`config.mk`:
```
export PLATFORM = sky130hd
export DESIGN_NAME = tone_params
export DESIGN_NICKNAME = d
export VERILOG_FILES = /design/src/core/tone_params_pkg.sv /design/src/core/channel_store.sv /design/src/core/tone_params.sv
export SDC_FILE = /design/constraint.sdc
export NUM_CORES = 1
export LEC_CHECK = 0
export ABC_AREA = 1
export BUFFER_PORTS_ARGS = -buffer_cell sky130_fd_sc_hd__buf_2
export CAP_MARGIN = 15
export CORE_MARGIN = 1.5
export CORE_UTILIZATION = 50
export DETAILED_ROUTE_END_ITERATION = 8
export PLACE_DENSITY = 0.68
export SLEW_MARGIN = 40
export SYNTH_ARGS = -nofsm -noshare
export SYNTH_HDL_FRONTEND = slang
export SYNTH_SLANG_ARGS = --single-unit
```
`constraint.sdc`:
```
create_clock -name clock -period 7.3 [get_ports clock]
set_input_delay 1.095 -clock clock [delete_from_list [all_inputs] [get_ports clock]]
set_output_delay 1.095 -clock clock [all_outputs]
set_load 0.005 [all_outputs]
```
`src/core/tone_params_pkg.sv`:
```
// Package of constants and types for the tone command parameter store
package tone_params_pkg;
  localparam int channel_count = 8;
  localparam int freq_count = 31;
  localparam logic [4:0] freq_default_index = 5'h0c;
  localparam logic [4:0] freq_max_index = 5'h1e;
  localparam logic [14:0] freq_table [0:30] = '{
    15'h0000, 15'h0032, 15'h0064, 15'h0096, 15'h00c8, 15'h00fa, 15'h012c,
    15'h0190, 15'h01f4, 15'h0258, 15'h02ee, 15'h0320, 15'h03e8, 15'h04b0,
    15'h05dc, 15'h0640, 15'h07d0, 15'h0960, 15'h0bb8, 15'h0c80, 15'h0fa0,
    15'h12c0, 15'h1388, 15'h1770, 15'h1f40, 15'h2580, 15'h2710, 15'h2ee0,
    15'h3a98, 15'h3e80, 15'h4e20};
  // Amplitude in signed whole dBFS
  localparam logic signed [7:0] amp_min = 8'shc4;
  localparam logic signed [7:0] amp_max = 8'sh00;
  localparam logic signed [7:0] amp_default = 8'shec;
  localparam logic [2:0] click_max = 3'h4;
  localparam logic [2:0] click_default = 3'h0;
  localparam logic [4:0] width_short = 5'h14;
  localparam logic [4:0] width_long = 5'h18;
  localparam logic [4:0] width_default = 5'h14;
  // Offset in signed microseconds
  localparam logic signed [18:0] offset_min = -19'sd160000;
  localparam logic signed [18:0] offset_max = 19'sd160000;
  localparam logic signed [18:0] offset_default = 19'sh00000;
  localparam logic [17:0] step_default = 18'h00001;
  localparam logic [17:0] step_max = 18'h3e800;
  // Timing of click and mute window
  localparam int clock_hz = 50000000;
  localparam int mute_ms = 250;
  localparam int mute_cycles = clock_hz / 1000 * mute_ms;
  localparam int second_cycles = clock_hz;
  // Seconds index wraps at twelve, a multiple of every click interval
  localparam logic [3:0] sec_index_last = 4'hb;
  // Register byte addresses
  localparam logic [7:0] addr_command = 8'h00;
  localparam logic [7:0] addr_argument = 8'h04;
  localparam logic [7:0] addr_response = 8'h08;
  localparam logic [7:0] addr_status = 8'h0c;
  localparam logic [7:0] addr_mute = 8'h10;
  // Command word fields
  localparam int cmd_param_lsb = 0;
  localparam int cmd_form_lsb = 4;
  localparam int cmd_chan_lsb = 8;
  localparam int cmd_query_bit = 12;
  localparam int cmd_recall_bit = 13;
  typedef enum logic [3:0] {
    par_amplitude, par_frequency, par_click, par_width, par_sync,
    par_offset, par_step
  } param_type;
  typedef enum logic [3:0] {
    form_value, form_up, form_down, form_min, form_max, form_default,
    form_word_on
  } form_type;
  typedef enum logic [1:0] {
    unlocked_option, frame_one, frame_two
  } sync_type;
  localparam logic [1:0] resp_okay = 2'h0;
  localparam logic [1:0] resp_slverr = 2'h2;
endpackage : tone_params_pkg

```
`src/core/channel_store.sv`:
```
// Small per-channel parameter memory with registered read data
`timescale 1ns/1ns
`default_nettype none
module channel_store #(
  parameter int depth = 8,
  parameter int width = 16
) (
  input wire logic clock, // System clock
  input wire logic write_en, // Write strobe
  input wire logic [$clog2(depth)-1:0] write_addr, // Write index
  input wire logic [width-1:0] write_data, // Write word
  input wire logic [$clog2(depth)-1:0] read_addr, // Read index
  output logic [width-1:0] read_data // Registered read word
);
  logic [width-1:0] mem [0:depth-1];
  initial begin
    if (depth < 2) $error("depth must be at least two");
  end
  always_ff @(posedge clock) begin
    if (write_en) begin
      mem[write_addr] <= write_data;
    end
    read_data <= mem[read_addr];
  end
endmodule : channel_store
`default_nettype wire

```
`src/core/tone_params.sv`:
```
// Command-driven parameter store for an eight-channel tone generator
// How it works
// - Recall sets 1000 Hz, -20 dBFS, click off, default width, sync and offset
// - Numeral one and word ON are equivalent
// - UP adds one step to value
// - DOWN subtracts one step from value
// - MIN, MAX, DEF load limits or default for amplitude, frequency and offset
// - Plain query returns present value
// - Query with MIN, MAX, DEF returns those for amplitude, frequency and offset
// - Amplitude -60 to 0 dBFS, whole steps
// - Channel index zero to seven, independent sets
// - Frequency only from 31 listed values
// - Click code zero to four seconds
// - Click mutes tone quarter second around it
// - Sample width only 20 or 24
// - Sync free, frame one or frame two
// - Free running ignores both frame resets
// - Offset -160 to +160 ms, 1 us
// - Offset takes UP, DOWN and DEF
// - Step in microseconds sets UP and DOWN increment
// - Click query returns stored code
// - Negative offset delays, positive advances
`timescale 1ns/1ns
`default_nettype none
module tone_params
  import tone_params_pkg::*;
#(
  parameter int second_len = tone_params_pkg::second_cycles,
  parameter int mute_len = tone_params_pkg::mute_cycles
) (
  input wire logic clock, // 50 MHz clock
  input wire logic rst, // Async reset, active high
  input wire logic [7:0] s_axi_awaddr, // Write address
  input wire logic s_axi_awvalid, // Write address valid
  output logic s_axi_awready, // Write address ready
  input wire logic [31:0] s_axi_wdata, // Write data
  input wire logic [3:0] s_axi_wstrb, // Write strobes
  input wire logic s_axi_wvalid, // Write data valid
  output logic s_axi_wready, // Write data ready
  output logic [1:0] s_axi_bresp, // Write response
  output logic s_axi_bvalid, // Write response valid
  input wire logic s_axi_bready, // Write response ready
  input wire logic [7:0] s_axi_araddr, // Read address
  input wire logic s_axi_arvalid, // Read address valid
  output logic s_axi_arready, // Read address ready
  output logic [31:0] s_axi_rdata, // Read data
  output logic [1:0] s_axi_rresp, // Read response
  output logic s_axi_rvalid, // Read data valid
  input wire logic s_axi_rready, // Read data ready
  input wire logic frame_reset_one, // Frame reset pin one
  input wire logic frame_reset_two, // Frame reset pin two
  output logic [7:0] channel_enable, // Audio data enable per channel
  output logic [7:0] tone_mute, // Tone muted around click
  output logic [4:0] sample_width, // Sample width in bits
  output logic [1:0] sync_select, // Sync choice
  output logic signed [18:0] timing_offset, // Offset, microseconds
  output logic frame_align // Selected frame reset edge
);
  import tone_params_pkg::*;

  initial begin
    if (second_len < 4 || mute_len < 2 || mute_len >= second_len)
      $error("click timing parameters out of range");
  end

  typedef enum logic [1:0] {st_idle, st_fetch, st_exec} phase_type;

  // Channel word: freq index [4:0], amplitude [12:5], click [15:13]
  typedef struct packed {
    phase_type phase;
    logic aw_taken;
    logic w_taken;
    logic awready;
    logic wready;
    logic arready;
    logic [7:0] aw_addr;
    logic [31:0] w_data;
    logic bvalid;
    logic [1:0] bresp;
    logic rvalid;
    logic [31:0] rdata;
    logic [13:0] cmd;
    logic signed [18:0] arg;
    logic [31:0] response;
    logic error;
    logic busy;
    logic recall;
    logic [2:0] recall_chan;
    logic [4:0] width;
    sync_type sync;
    logic signed [18:0] offset;
    logic [17:0] step;
    logic [7:0] active;
    logic [7:0] muted;
    logic [31:0] sec_count;
    logic [3:0] sec_index;
    logic [2:0] fr1_sync;
    logic [2:0] fr2_sync;
    logic [1:0] fr_level;
    logic frame_pulse;
  } state_type;

  state_type s;
  state_type next_s;

  logic mem_we;
  logic [2:0] mem_waddr;
  logic [15:0] mem_wdata;
  logic [15:0] mem_rdata;
  logic [7:0] click_on [0:7];

  channel_store #(.depth(channel_count), .width(16)) store (
    .clock(clock),
    .write_en(mem_we),
    .write_addr(mem_waddr),
    .write_data(mem_wdata),
    .read_addr(s.cmd[cmd_chan_lsb +: 3]),
    .read_data(mem_rdata)
  );

  // Shadow of click codes per channel drives the mute timers
  logic [2:0] click_shadow [0:7];
  always_ff @(posedge clock or posedge rst) begin
    if (rst) begin
      for (int i = 0; i < 8; i++) click_shadow[i] <= click_default;
    end else begin
      for (int i = 0; i < 8; i++)
        if (mem_we && mem_waddr == 3'(i))
          click_shadow[i] <= mem_wdata[15:13];
    end
  end

  function automatic logic signed [18:0] clamp_off(
    input logic signed [19:0] v);
    if (v > 20'(offset_max)) return offset_max;
    if (v < 20'(offset_min)) return offset_min;
    return v[18:0];
  endfunction : clamp_off

  logic [3:0] par;
  logic [3:0] form;
  logic query;
  logic [4:0] fidx;
  logic signed [7:0] amp;
  logic [2:0] clk_code;
  logic signed [7:0] new_amp;
  logic [4:0] new_fidx;
  logic [2:0] new_clk;
  logic signed [19:0] off_sum;
  logic reject;
  logic wr_fire;
  logic rd_fire;

  always_comb begin
    next_s = s;
    mem_we = 1'b0;
    mem_waddr = s.cmd[cmd_chan_lsb +: 3];
    mem_wdata = mem_rdata;
    par = s.cmd[cmd_param_lsb +: 4];
    form = s.cmd[cmd_form_lsb +: 4];
    query = s.cmd[cmd_query_bit];
    fidx = mem_rdata[4:0];
    amp = mem_rdata[12:5];
    clk_code = mem_rdata[15:13];
    new_amp = amp;
    new_fidx = fidx;
    new_clk = clk_code;
    off_sum = 20'(s.offset);
    reject = 1'b0;
    next_s.frame_pulse = 1'b0;

    // Bus slave: address and data latched, taken in either order
    if (s_axi_awvalid && s.awready) begin
      next_s.aw_taken = 1'b1;
      next_s.aw_addr = s_axi_awaddr;
    end
    if (s_axi_wvalid && s.wready) begin
      next_s.w_taken = 1'b1;
      next_s.w_data = s_axi_wdata;
    end
    wr_fire = next_s.aw_taken && next_s.w_taken && !s.bvalid;
    if (wr_fire) begin
      next_s.aw_taken = 1'b0;
      next_s.w_taken = 1'b0;
      next_s.bvalid = 1'b1;
      next_s.bresp = resp_okay;
      if (next_s.aw_addr == addr_command) begin
        if (s.busy) begin
          next_s.bresp = resp_slverr;
        end else if (next_s.w_data[cmd_recall_bit]) begin
          next_s.recall = 1'b1;
          next_s.recall_chan = 3'h0;
          next_s.busy = 1'b1;
        end else begin
          next_s.cmd = next_s.w_data[13:0];
          next_s.busy = 1'b1;
          next_s.phase = st_fetch;
        end
      end else if (next_s.aw_addr == addr_argument) begin
        next_s.arg = next_s.w_data[18:0];
      end else if (next_s.aw_addr == addr_status) begin
        if (next_s.w_data[0]) next_s.error = 1'b0;
      end else begin
        next_s.bresp = resp_slverr;
      end
    end
    if (s.bvalid && s_axi_bready) next_s.bvalid = 1'b0;
    // Readies are registered so every bus output except the constant rresp leaves a flip-flop
    next_s.awready = !next_s.aw_taken && !next_s.bvalid;
    next_s.wready = !next_s.w_taken && !next_s.bvalid;

    rd_fire = s_axi_arvalid && s.arready;
    if (rd_fire) begin
      next_s.rvalid = 1'b1;
      if (s_axi_araddr == addr_response) begin
        next_s.rdata = s.response;
      end else if (s_axi_araddr == addr_status) begin
        next_s.rdata = {30'h0, s.busy, s.error};
      end else if (s_axi_araddr == addr_argument) begin
        next_s.rdata = 32'(s.arg);
      end else if (s_axi_araddr == addr_mute) begin
        next_s.rdata = {16'h0, s.muted, s.active};
      end else begin
        next_s.rdata = 32'h0;
      end
    end
    if (s.rvalid && s_axi_rready) next_s.rvalid = 1'b0;
    next_s.arready = !next_s.rvalid;

    // Factory recall walks every channel
    if (s.recall) begin
      mem_we = 1'b1;
      mem_waddr = s.recall_chan;
      mem_wdata = {click_default, amp_default, freq_default_index};
      next_s.active[s.recall_chan] = 1'b1;
      next_s.recall_chan = s.recall_chan + 3'h1;
      if (s.recall_chan == 3'(channel_count - 1)) begin
        next_s.recall = 1'b0;
        next_s.busy = 1'b0;
        next_s.width = width_default;
        next_s.sync = unlocked_option;
        next_s.offset = offset_default;
      end
    end

    case (s.phase)
      st_idle: begin
      end
      st_fetch: begin
        // Memory read of the addressed channel lands next cycle
        next_s.phase = st_exec;
      end
      st_exec: begin
        next_s.phase = st_idle;
        next_s.busy = 1'b0;
        if (query) begin
          next_s.response = 32'h0;
          case (par)
            par_amplitude: begin
              case (form)
                form_min: next_s.response = 32'(amp_min);
                form_max: next_s.response = 32'(amp_max);
                form_default: next_s.response = 32'(amp_default);
                default: next_s.response = 32'(amp);
              endcase
            end
            par_frequency: begin
              case (form)
                form_min: next_s.response = 32'(freq_table[0]);
                form_max: next_s.response = 32'(freq_table[freq_max_index]);
                form_default: next_s.response =
                  32'(freq_table[freq_default_index]);
                default: next_s.response = 32'(freq_table[fidx]);
              endcase
            end
            par_click: next_s.response = 32'(clk_code);
            par_width: next_s.response = 32'(s.width);
            par_sync: next_s.response = 32'(s.sync);
            par_offset: begin
              case (form)
                form_min: next_s.response = 32'(offset_min);
                form_max: next_s.response = 32'(offset_max);
                form_default: next_s.response = 32'(offset_default);
                default: next_s.response = 32'(s.offset);
              endcase
            end
            par_step: next_s.response = 32'(s.step);
            default: next_s.error = 1'b1;
          endcase
        end else begin
          case (par)
            par_amplitude: begin
              case (form)
                form_up: new_amp = amp + 8'sh01;
                form_down: new_amp = amp - 8'sh01;
                form_min: new_amp = amp_min;
                form_max: new_amp = amp_max;
                form_default: new_amp = amp_default;
                default: new_amp = s.arg[7:0];
              endcase
              reject = form > 4'(form_default) ||
                s.arg > 19'sd127 || s.arg < -19'sd128 ||
                new_amp < amp_min || new_amp > amp_max;
            end
            par_frequency: begin
              reject = 1'b1;
              case (form)
                form_min: begin new_fidx = 5'h0; reject = 1'b0; end
                form_max: begin new_fidx = freq_max_index; reject = 1'b0; end
                form_default: begin
                  new_fidx = freq_default_index;
                  reject = 1'b0;
                end
                form_value: begin
                  for (int i = 0; i < freq_count; i++)
                    if (s.arg == 19'(freq_table[i])) begin
                      new_fidx = 5'(i);
                      reject = 1'b0;
                    end
                end
                default: reject = 1'b1;
              endcase
            end
            par_click: begin
              new_clk = s.arg[2:0];
              if (form == form_word_on) new_clk = 3'h1;
              // Keyword form ignores whatever argument was left behind
              reject = (form != form_value && form != form_word_on) ||
                (form == form_value &&
                (s.arg < 0 || s.arg > 19'(click_max)));
            end
            par_width: begin
              reject = !(s.arg == 19'(width_short) ||
                s.arg == 19'(width_long));
              if (!reject) next_s.width = s.arg[4:0];
            end
            par_sync: begin
              reject = s.arg < 0 || s.arg > 19'sd2;
              if (!reject) next_s.sync = sync_type'(s.arg[1:0]);
            end
            par_offset: begin
              case (form)
                form_up: off_sum = 20'(s.offset) + 20'(s.step);
                form_down: off_sum = 20'(s.offset) - 20'(s.step);
                form_min: off_sum = 20'(offset_min);
                form_max: off_sum = 20'(offset_max);
                form_default: off_sum = 20'(offset_default);
                default: off_sum = 20'(s.arg);
              endcase
              reject = form > 4'(form_default) ||
                off_sum > 20'(offset_max) ||
                off_sum < 20'(offset_min);
              if (!reject) next_s.offset = clamp_off(off_sum);
            end
            par_step: begin
              reject = s.arg < 1 || s.arg > 19'(step_max);
              if (!reject) next_s.step = s.arg[17:0];
            end
            default: reject = 1'b1;
          endcase
          if (reject) begin
            next_s.error = 1'b1;
          end else if (par == par_amplitude || par == par_frequency ||
            par == par_click) begin
            mem_we = 1'b1;
            mem_wdata = {new_clk, new_amp, new_fidx};
            next_s.active[mem_waddr] = new_fidx != 5'h0;
          end
        end
      end
      default: next_s.phase = st_idle;
    endcase

    // Frame reset pins: three stages, edge when stages two and three agree
    next_s.fr1_sync = {s.fr1_sync[1:0], frame_reset_one};
    next_s.fr2_sync = {s.fr2_sync[1:0], frame_reset_two};
    if (s.fr1_sync[2] == s.fr1_sync[1]) next_s.fr_level[0] = s.fr1_sync[2];
    if (s.fr2_sync[2] == s.fr2_sync[1]) next_s.fr_level[1] = s.fr2_sync[2];
    if (s.sync == frame_one)
      next_s.frame_pulse = next_s.fr_level[0] && !s.fr_level[0];
    else if (s.sync == frame_two)
      next_s.frame_pulse = next_s.fr_level[1] && !s.fr_level[1];
    else
      next_s.frame_pulse = 1'b0;

    // Seconds counter, restarted by the chosen frame reset
    next_s.sec_count = s.sec_count + 32'h1;
    if (next_s.frame_pulse) begin
      next_s.sec_count = 32'h0;
      next_s.sec_index = 4'h0;
    end else if (s.sec_count == 32'(second_len - 1)) begin
      next_s.sec_count = 32'h0;
      next_s.sec_index = (s.sec_index == sec_index_last) ? 4'h0 :
        s.sec_index + 4'h1;
    end
    // Mute window straddles the click at the start of each period
    for (int c = 0; c < 8; c++) begin
      next_s.muted[c] = click_on[c][0];
    end
  end

  // Per channel: click due when the seconds index fits the interval
  for (genvar g = 0; g < 8; g++) begin : g_click
    logic [2:0] code;
    logic [3:0] divisor;
    logic period_end;
    logic near;
    assign code = click_shadow[g];
    assign divisor = (code == 3'h0) ? 4'h1 : {1'b0, code};
    assign period_end = ((s.sec_index + 4'h1) % divisor) == 4'h0;
    assign near = (s.sec_count < 32'(mute_len / 2) &&
      (s.sec_index % divisor) == 4'h0) ||
      (s.sec_count >= 32'(second_len - mute_len / 2) && period_end);
    assign click_on[g] = {7'h0, code != 3'h0 && near};
  end

  always_ff @(posedge clock or posedge rst) begin
    if (rst) begin
      s <= '0;
      s.width <= width_default;
      s.sync <= unlocked_option;
      s.offset <= offset_default;
      s.step <= step_default;
      s.recall <= 1'b1;
      s.busy <= 1'b1;
    end else begin
      s <= next_s;
    end
  end

  assign s_axi_awready = s.awready;
  assign s_axi_wready = s.wready;
  assign s_axi_bvalid = s.bvalid;
  assign s_axi_bresp = s.bresp;
  assign s_axi_arready = s.arready;
  assign s_axi_rvalid = s.rvalid;
  assign s_axi_rdata = s.rdata;
  assign s_axi_rresp = resp_okay;
  assign channel_enable = s.active;
  assign tone_mute = s.muted;
  assign sample_width = s.width;
  assign sync_select = s.sync;
  assign timing_offset = s.offset;
  assign frame_align = s.frame_pulse;

  a_recall_defaults: assert property (@(posedge clock) disable iff (rst)
    $fell(s.recall) |-> s.width == width_default && s.offset == 19'sh0
    && s.sync == unlocked_option)
    else $error("recall left wrong globals");
  a_reject_keeps: assert property (@(posedge clock) disable iff (rst)
    s.phase == st_exec && reject && !query |=> $stable(s.offset)
    && $stable(s.width) && s.error) else $error("bad setting stored");
  a_width_legal: assert property (@(posedge clock) disable iff (rst)
    s.width == width_short || s.width == width_long)
    else $error("illegal width");
  a_offset_range: assert property (@(posedge clock) disable iff (rst)
    s.offset <= offset_max && s.offset >= offset_min)
    else $error("offset out of range");
  a_offset_up: assert property (@(posedge clock) disable iff (rst)
    s.phase == st_exec && !query && par == par_offset && form == form_up
    && !reject |=> s.offset == $past(s.offset) + 19'($past(s.step)))
    else $error("up step wrong");
  a_offset_down: assert property (@(posedge clock) disable iff (rst)
    s.phase == st_exec && !query && par == par_offset && form == form_down
    && !reject |=> s.offset == $past(s.offset) - 19'($past(s.step)))
    else $error("down step wrong");
  a_free_no_lock: assert property (@(posedge clock) disable iff (rst)
    s.sync == unlocked_option |=> !s.frame_pulse)
    else $error("free running locked");
  a_plain_query: assert property (@(posedge clock) disable iff (rst)
    s.phase == st_exec && query && par == par_offset && form == form_value
    |=> s.response == 32'($past(s.offset))) else $error("query wrong");
endmodule : tone_params
`default_nettype wire

```
==> flow_summary.json <==
{
  "status": "finished clean",
  "ctsLongestPathBuffers": 3,
  "grt_usage_pct": 28.24,
  "wl_met2_mm": 35.40,
  "synth_edf_count": 128,
  "ys_seq_elements": 385,
  "top_layer": "met5",
  "grt_pass1_vias": 22480,
  "slew_headroom_pct": 35.80,
  "power_density_nw_per_um2": 193.9,
  "dp_hpwl_mm": 58.20,
  "crit_path_start_kind": "register",
  "worst_pin_slew_ps": 954.1,
  "num_rows": 85,
  "route.met3.wl_mm": 6.614,
  "r2r_cells": 33,
  "path_class": "register to register",
  "setup_ws_ps": 1067,
  "syn2layout_area_growth_pct": 8.632,
  "grt_max_degree": 93,
  "cts_sinks": 385,
  "fill_cells": 5080,
  "synthDistinctLibCells": 78,
  "final_nets": 3806,
  "cts_tree": "done",
  "cts_resized": 0,
  "finalSetupTns_ps": 0,
  "critPathMostFrequentCell": "nand2_1",
  "mostFrequentLayoutCells": "nand2_1 (614), nor2_1 (431), inv_1 (406)",
  "grt.overflow.total": 0,
  "avgRoutedWirePerCell_um": 18.65,
  "rsz0062_at_grt": "false",
  "final_area_um2": 29520,
  "worstSetupEndpoint": "store.mem[3][11]",
  "cp.required_ps": 7510,
  "cp.arrival_ps": 6440,
  "coreArea_um2": 53810,
  "ys_warn_count": 0,
  "r2r-end": "store.mem[3][11]",
  "netlist_area_um2": 27180,
  "fin_skew_ps": 34.98,
  "io_pins": 145,
  "seq_area_frac_synth_pct": 37.54,
  "synth_flop_cell": "dfrtp_1",
  "fmax_mhz": 160.4,
  "die_area_um2": 55760,
  "critPathSlowestCell": "dfrtp_1",
  "hp-class": "register to register",
  "post_cts_buffers": 0,
  "wl_mm": 79.27,
  "drt_iter0_markers": 2184,
  "r2r_slack_ps": 1070,
  "ant_nets": 0,
  "start_util_pct": 50.50,
  "drc_errors": 0,
  "min_period_ps": 6233,
  "gp_congestion": 1.015,
  "setup_viol": 0,
  "layout.cells.most_common": "nand2_1",
  "post_synth_inst_count": 3488,
  "die_h_um": 236.1,
  "drive_gt1_share_pct": 9.032,
  "leakagePower_nw": 13.76,
  "synth_top_area_share_pct": 21.73,
  "num_vias": 24090,
  "dpl_cell_area_um2": 27990,
  "synthArstFlopShare_pct": 62.60,
  "io_buffer_count": 124,
  "crit_path_max_fanout": 19,
  "antenna_found_initial": 1,
  "dp_slack_ps": 1166,
  "p_total_mw": 5.726,
  "htree_levels": 2,
  "slowest_delay_ps": 470,
  "grt_pass1_wl_mm": 124.3,
  "holdWs_ps": 356.5,
  "yosys.area.top_type": "dfrtp_1",
  "max_cap_violations": 0,
  "die_w_um": 236.1,
  "r2r-start": "form[1]",
  "root_buffer": "clkbuf_16",
  "vdd_drop_max_v": 0.0001576,
  "layout.cells.non_filler": 4250,
  "insertion_delay_ps": 600,
  "path_clk_slew_ps": 60,
  "drt_pre_antenna_iters": 6,
  "critPathLaunch": "form[1]",
  "final-hold-violation-count": 0,
  "slew_violations": 0,
  "synth_area_leaders": "dfrtp_1 (22%), edfxtp_1 (14%), ha_1 (9.5%)",
  "avgSynthCellArea_um2": 7.792,
  "hold_buffers": 0,
  "numCtsBuffers": 43,
  "avgViaCountPerCell": 5.667,
  "end_kind": "register",
  "diodes": 0,
  "placed_cells": 4170,
  "met1_length_mm": 34.73,
  "fin_crit_sh_pct": 85.39,
  "final_core_util_pct": 54.86
}
==> routing by layer <==
metal | vias up | GRT usage (%)
met1 | 11220 | 38.79
met3 | 157 | 5.699
li1 | 11830 | -
met5 | - | 0
met2 | 880 | 44.79
met4 | 2 | 8.916
==> final cells by class <==
| type | count | area, um^2 | area share (%) |
|---|---|---|---|
| inverters | 428 | 1615 | 5.471 |
| clock inverters | 21 | 285.3 | 0.9663 |
| repair buffers | 153 | 894.6 | 3.030 |
| well taps | 696 | 870.8 | 2.950 |
| flip-flops and latches | 385 | 10200 | 34.56 |
| clock buffers | 58 | 1202 | 4.073 |
| multi-input cells | 2509 | 14450 | 48.95 |
==> critical path, delay by kind of cell (launching register included) <==
family	cells	cell delay [ps]
AOI/OAI and AO/OA	8	1180
xor gates and xnor gates	1	180
adders and majority gates	1	380
buffers and inverters	5	1120
DFF	1	470
and+or+nand+nor	18	2480
==> how the worst min path moves through the flow <==
stage	start	endpoint	slack [ps]	cells after the start
after global placement	next_s[7]	next_s[8]	340	0
final	next_s[7]	next_s[8]	360	0
after global routing	next_s[7]	next_s[8]	370	0
after detailed placement	next_s[7]	next_s[8]	340	0
after CTS	next_s[7]	next_s[8]	360	0
after floorplan	next_s[4]	next_s[5]	330	0
==> power by group <==
group | internal, mW | switching (mW) | total, mW
clock | 1.35 | 0.930 | 2.28
sequential | 2.39 | 0.178 | 2.56
combinational | 0.274 | 0.610 | 0.884
==> cell usage after synthesis, drive strengths merged, types with 46 or more instances <==
cell type	instances
a21oi	193
edfxtp	128
inv	424
nor3	103
nand4	55
ha	207
dfrtp	236
clkbuf	80
nand2	626
xor2	46
o22ai	47
buf	88
nor2	438
o21ai	359
nand3	99
==> sequential cells by signal, indices dropped and copies added, names as in the netlist <==
register and cells:
s 136, store.mem 128, g_click.code 24, s_axi_rdata 19
timing_offset 19, store.read_data 16, channel_enable 8, tone_mute 8
sample_width 5, form 4, next_s 4, par 4
sync_select 2, frame_align 1, query 1, s_axi_arready 1
s_axi_awready 1, s_axi_bresp 1, s_axi_bvalid 1, s_axi_rvalid 1
s_axi_wready 1
==> logic make-up (layout without fill, tap and decap cells) <==
| logic type | count (synthesis) | after routing | synth area share [%] |
|---|---|---|---|
| other | 1 | 3 | 0.01380 |
| adder cells (fa/ha/maj) | 227 | 227 | 10.93 |
| AO/OA/AOI/OAI | 795 | 795 | 17.14 |
| buffers and inverters | 596 | 660 | 9.433 |
| XOR/XNOR | 78 | 78 | 2.514 |
| AND/OR/NAND/NOR | 1386 | 1386 | 21.62 |
| multiplexers | 20 | 20 | 0.8149 |
| flip-flops | 385 | 385 | 37.54 |
Note: power is estimated with default switching activity, not from simulation.
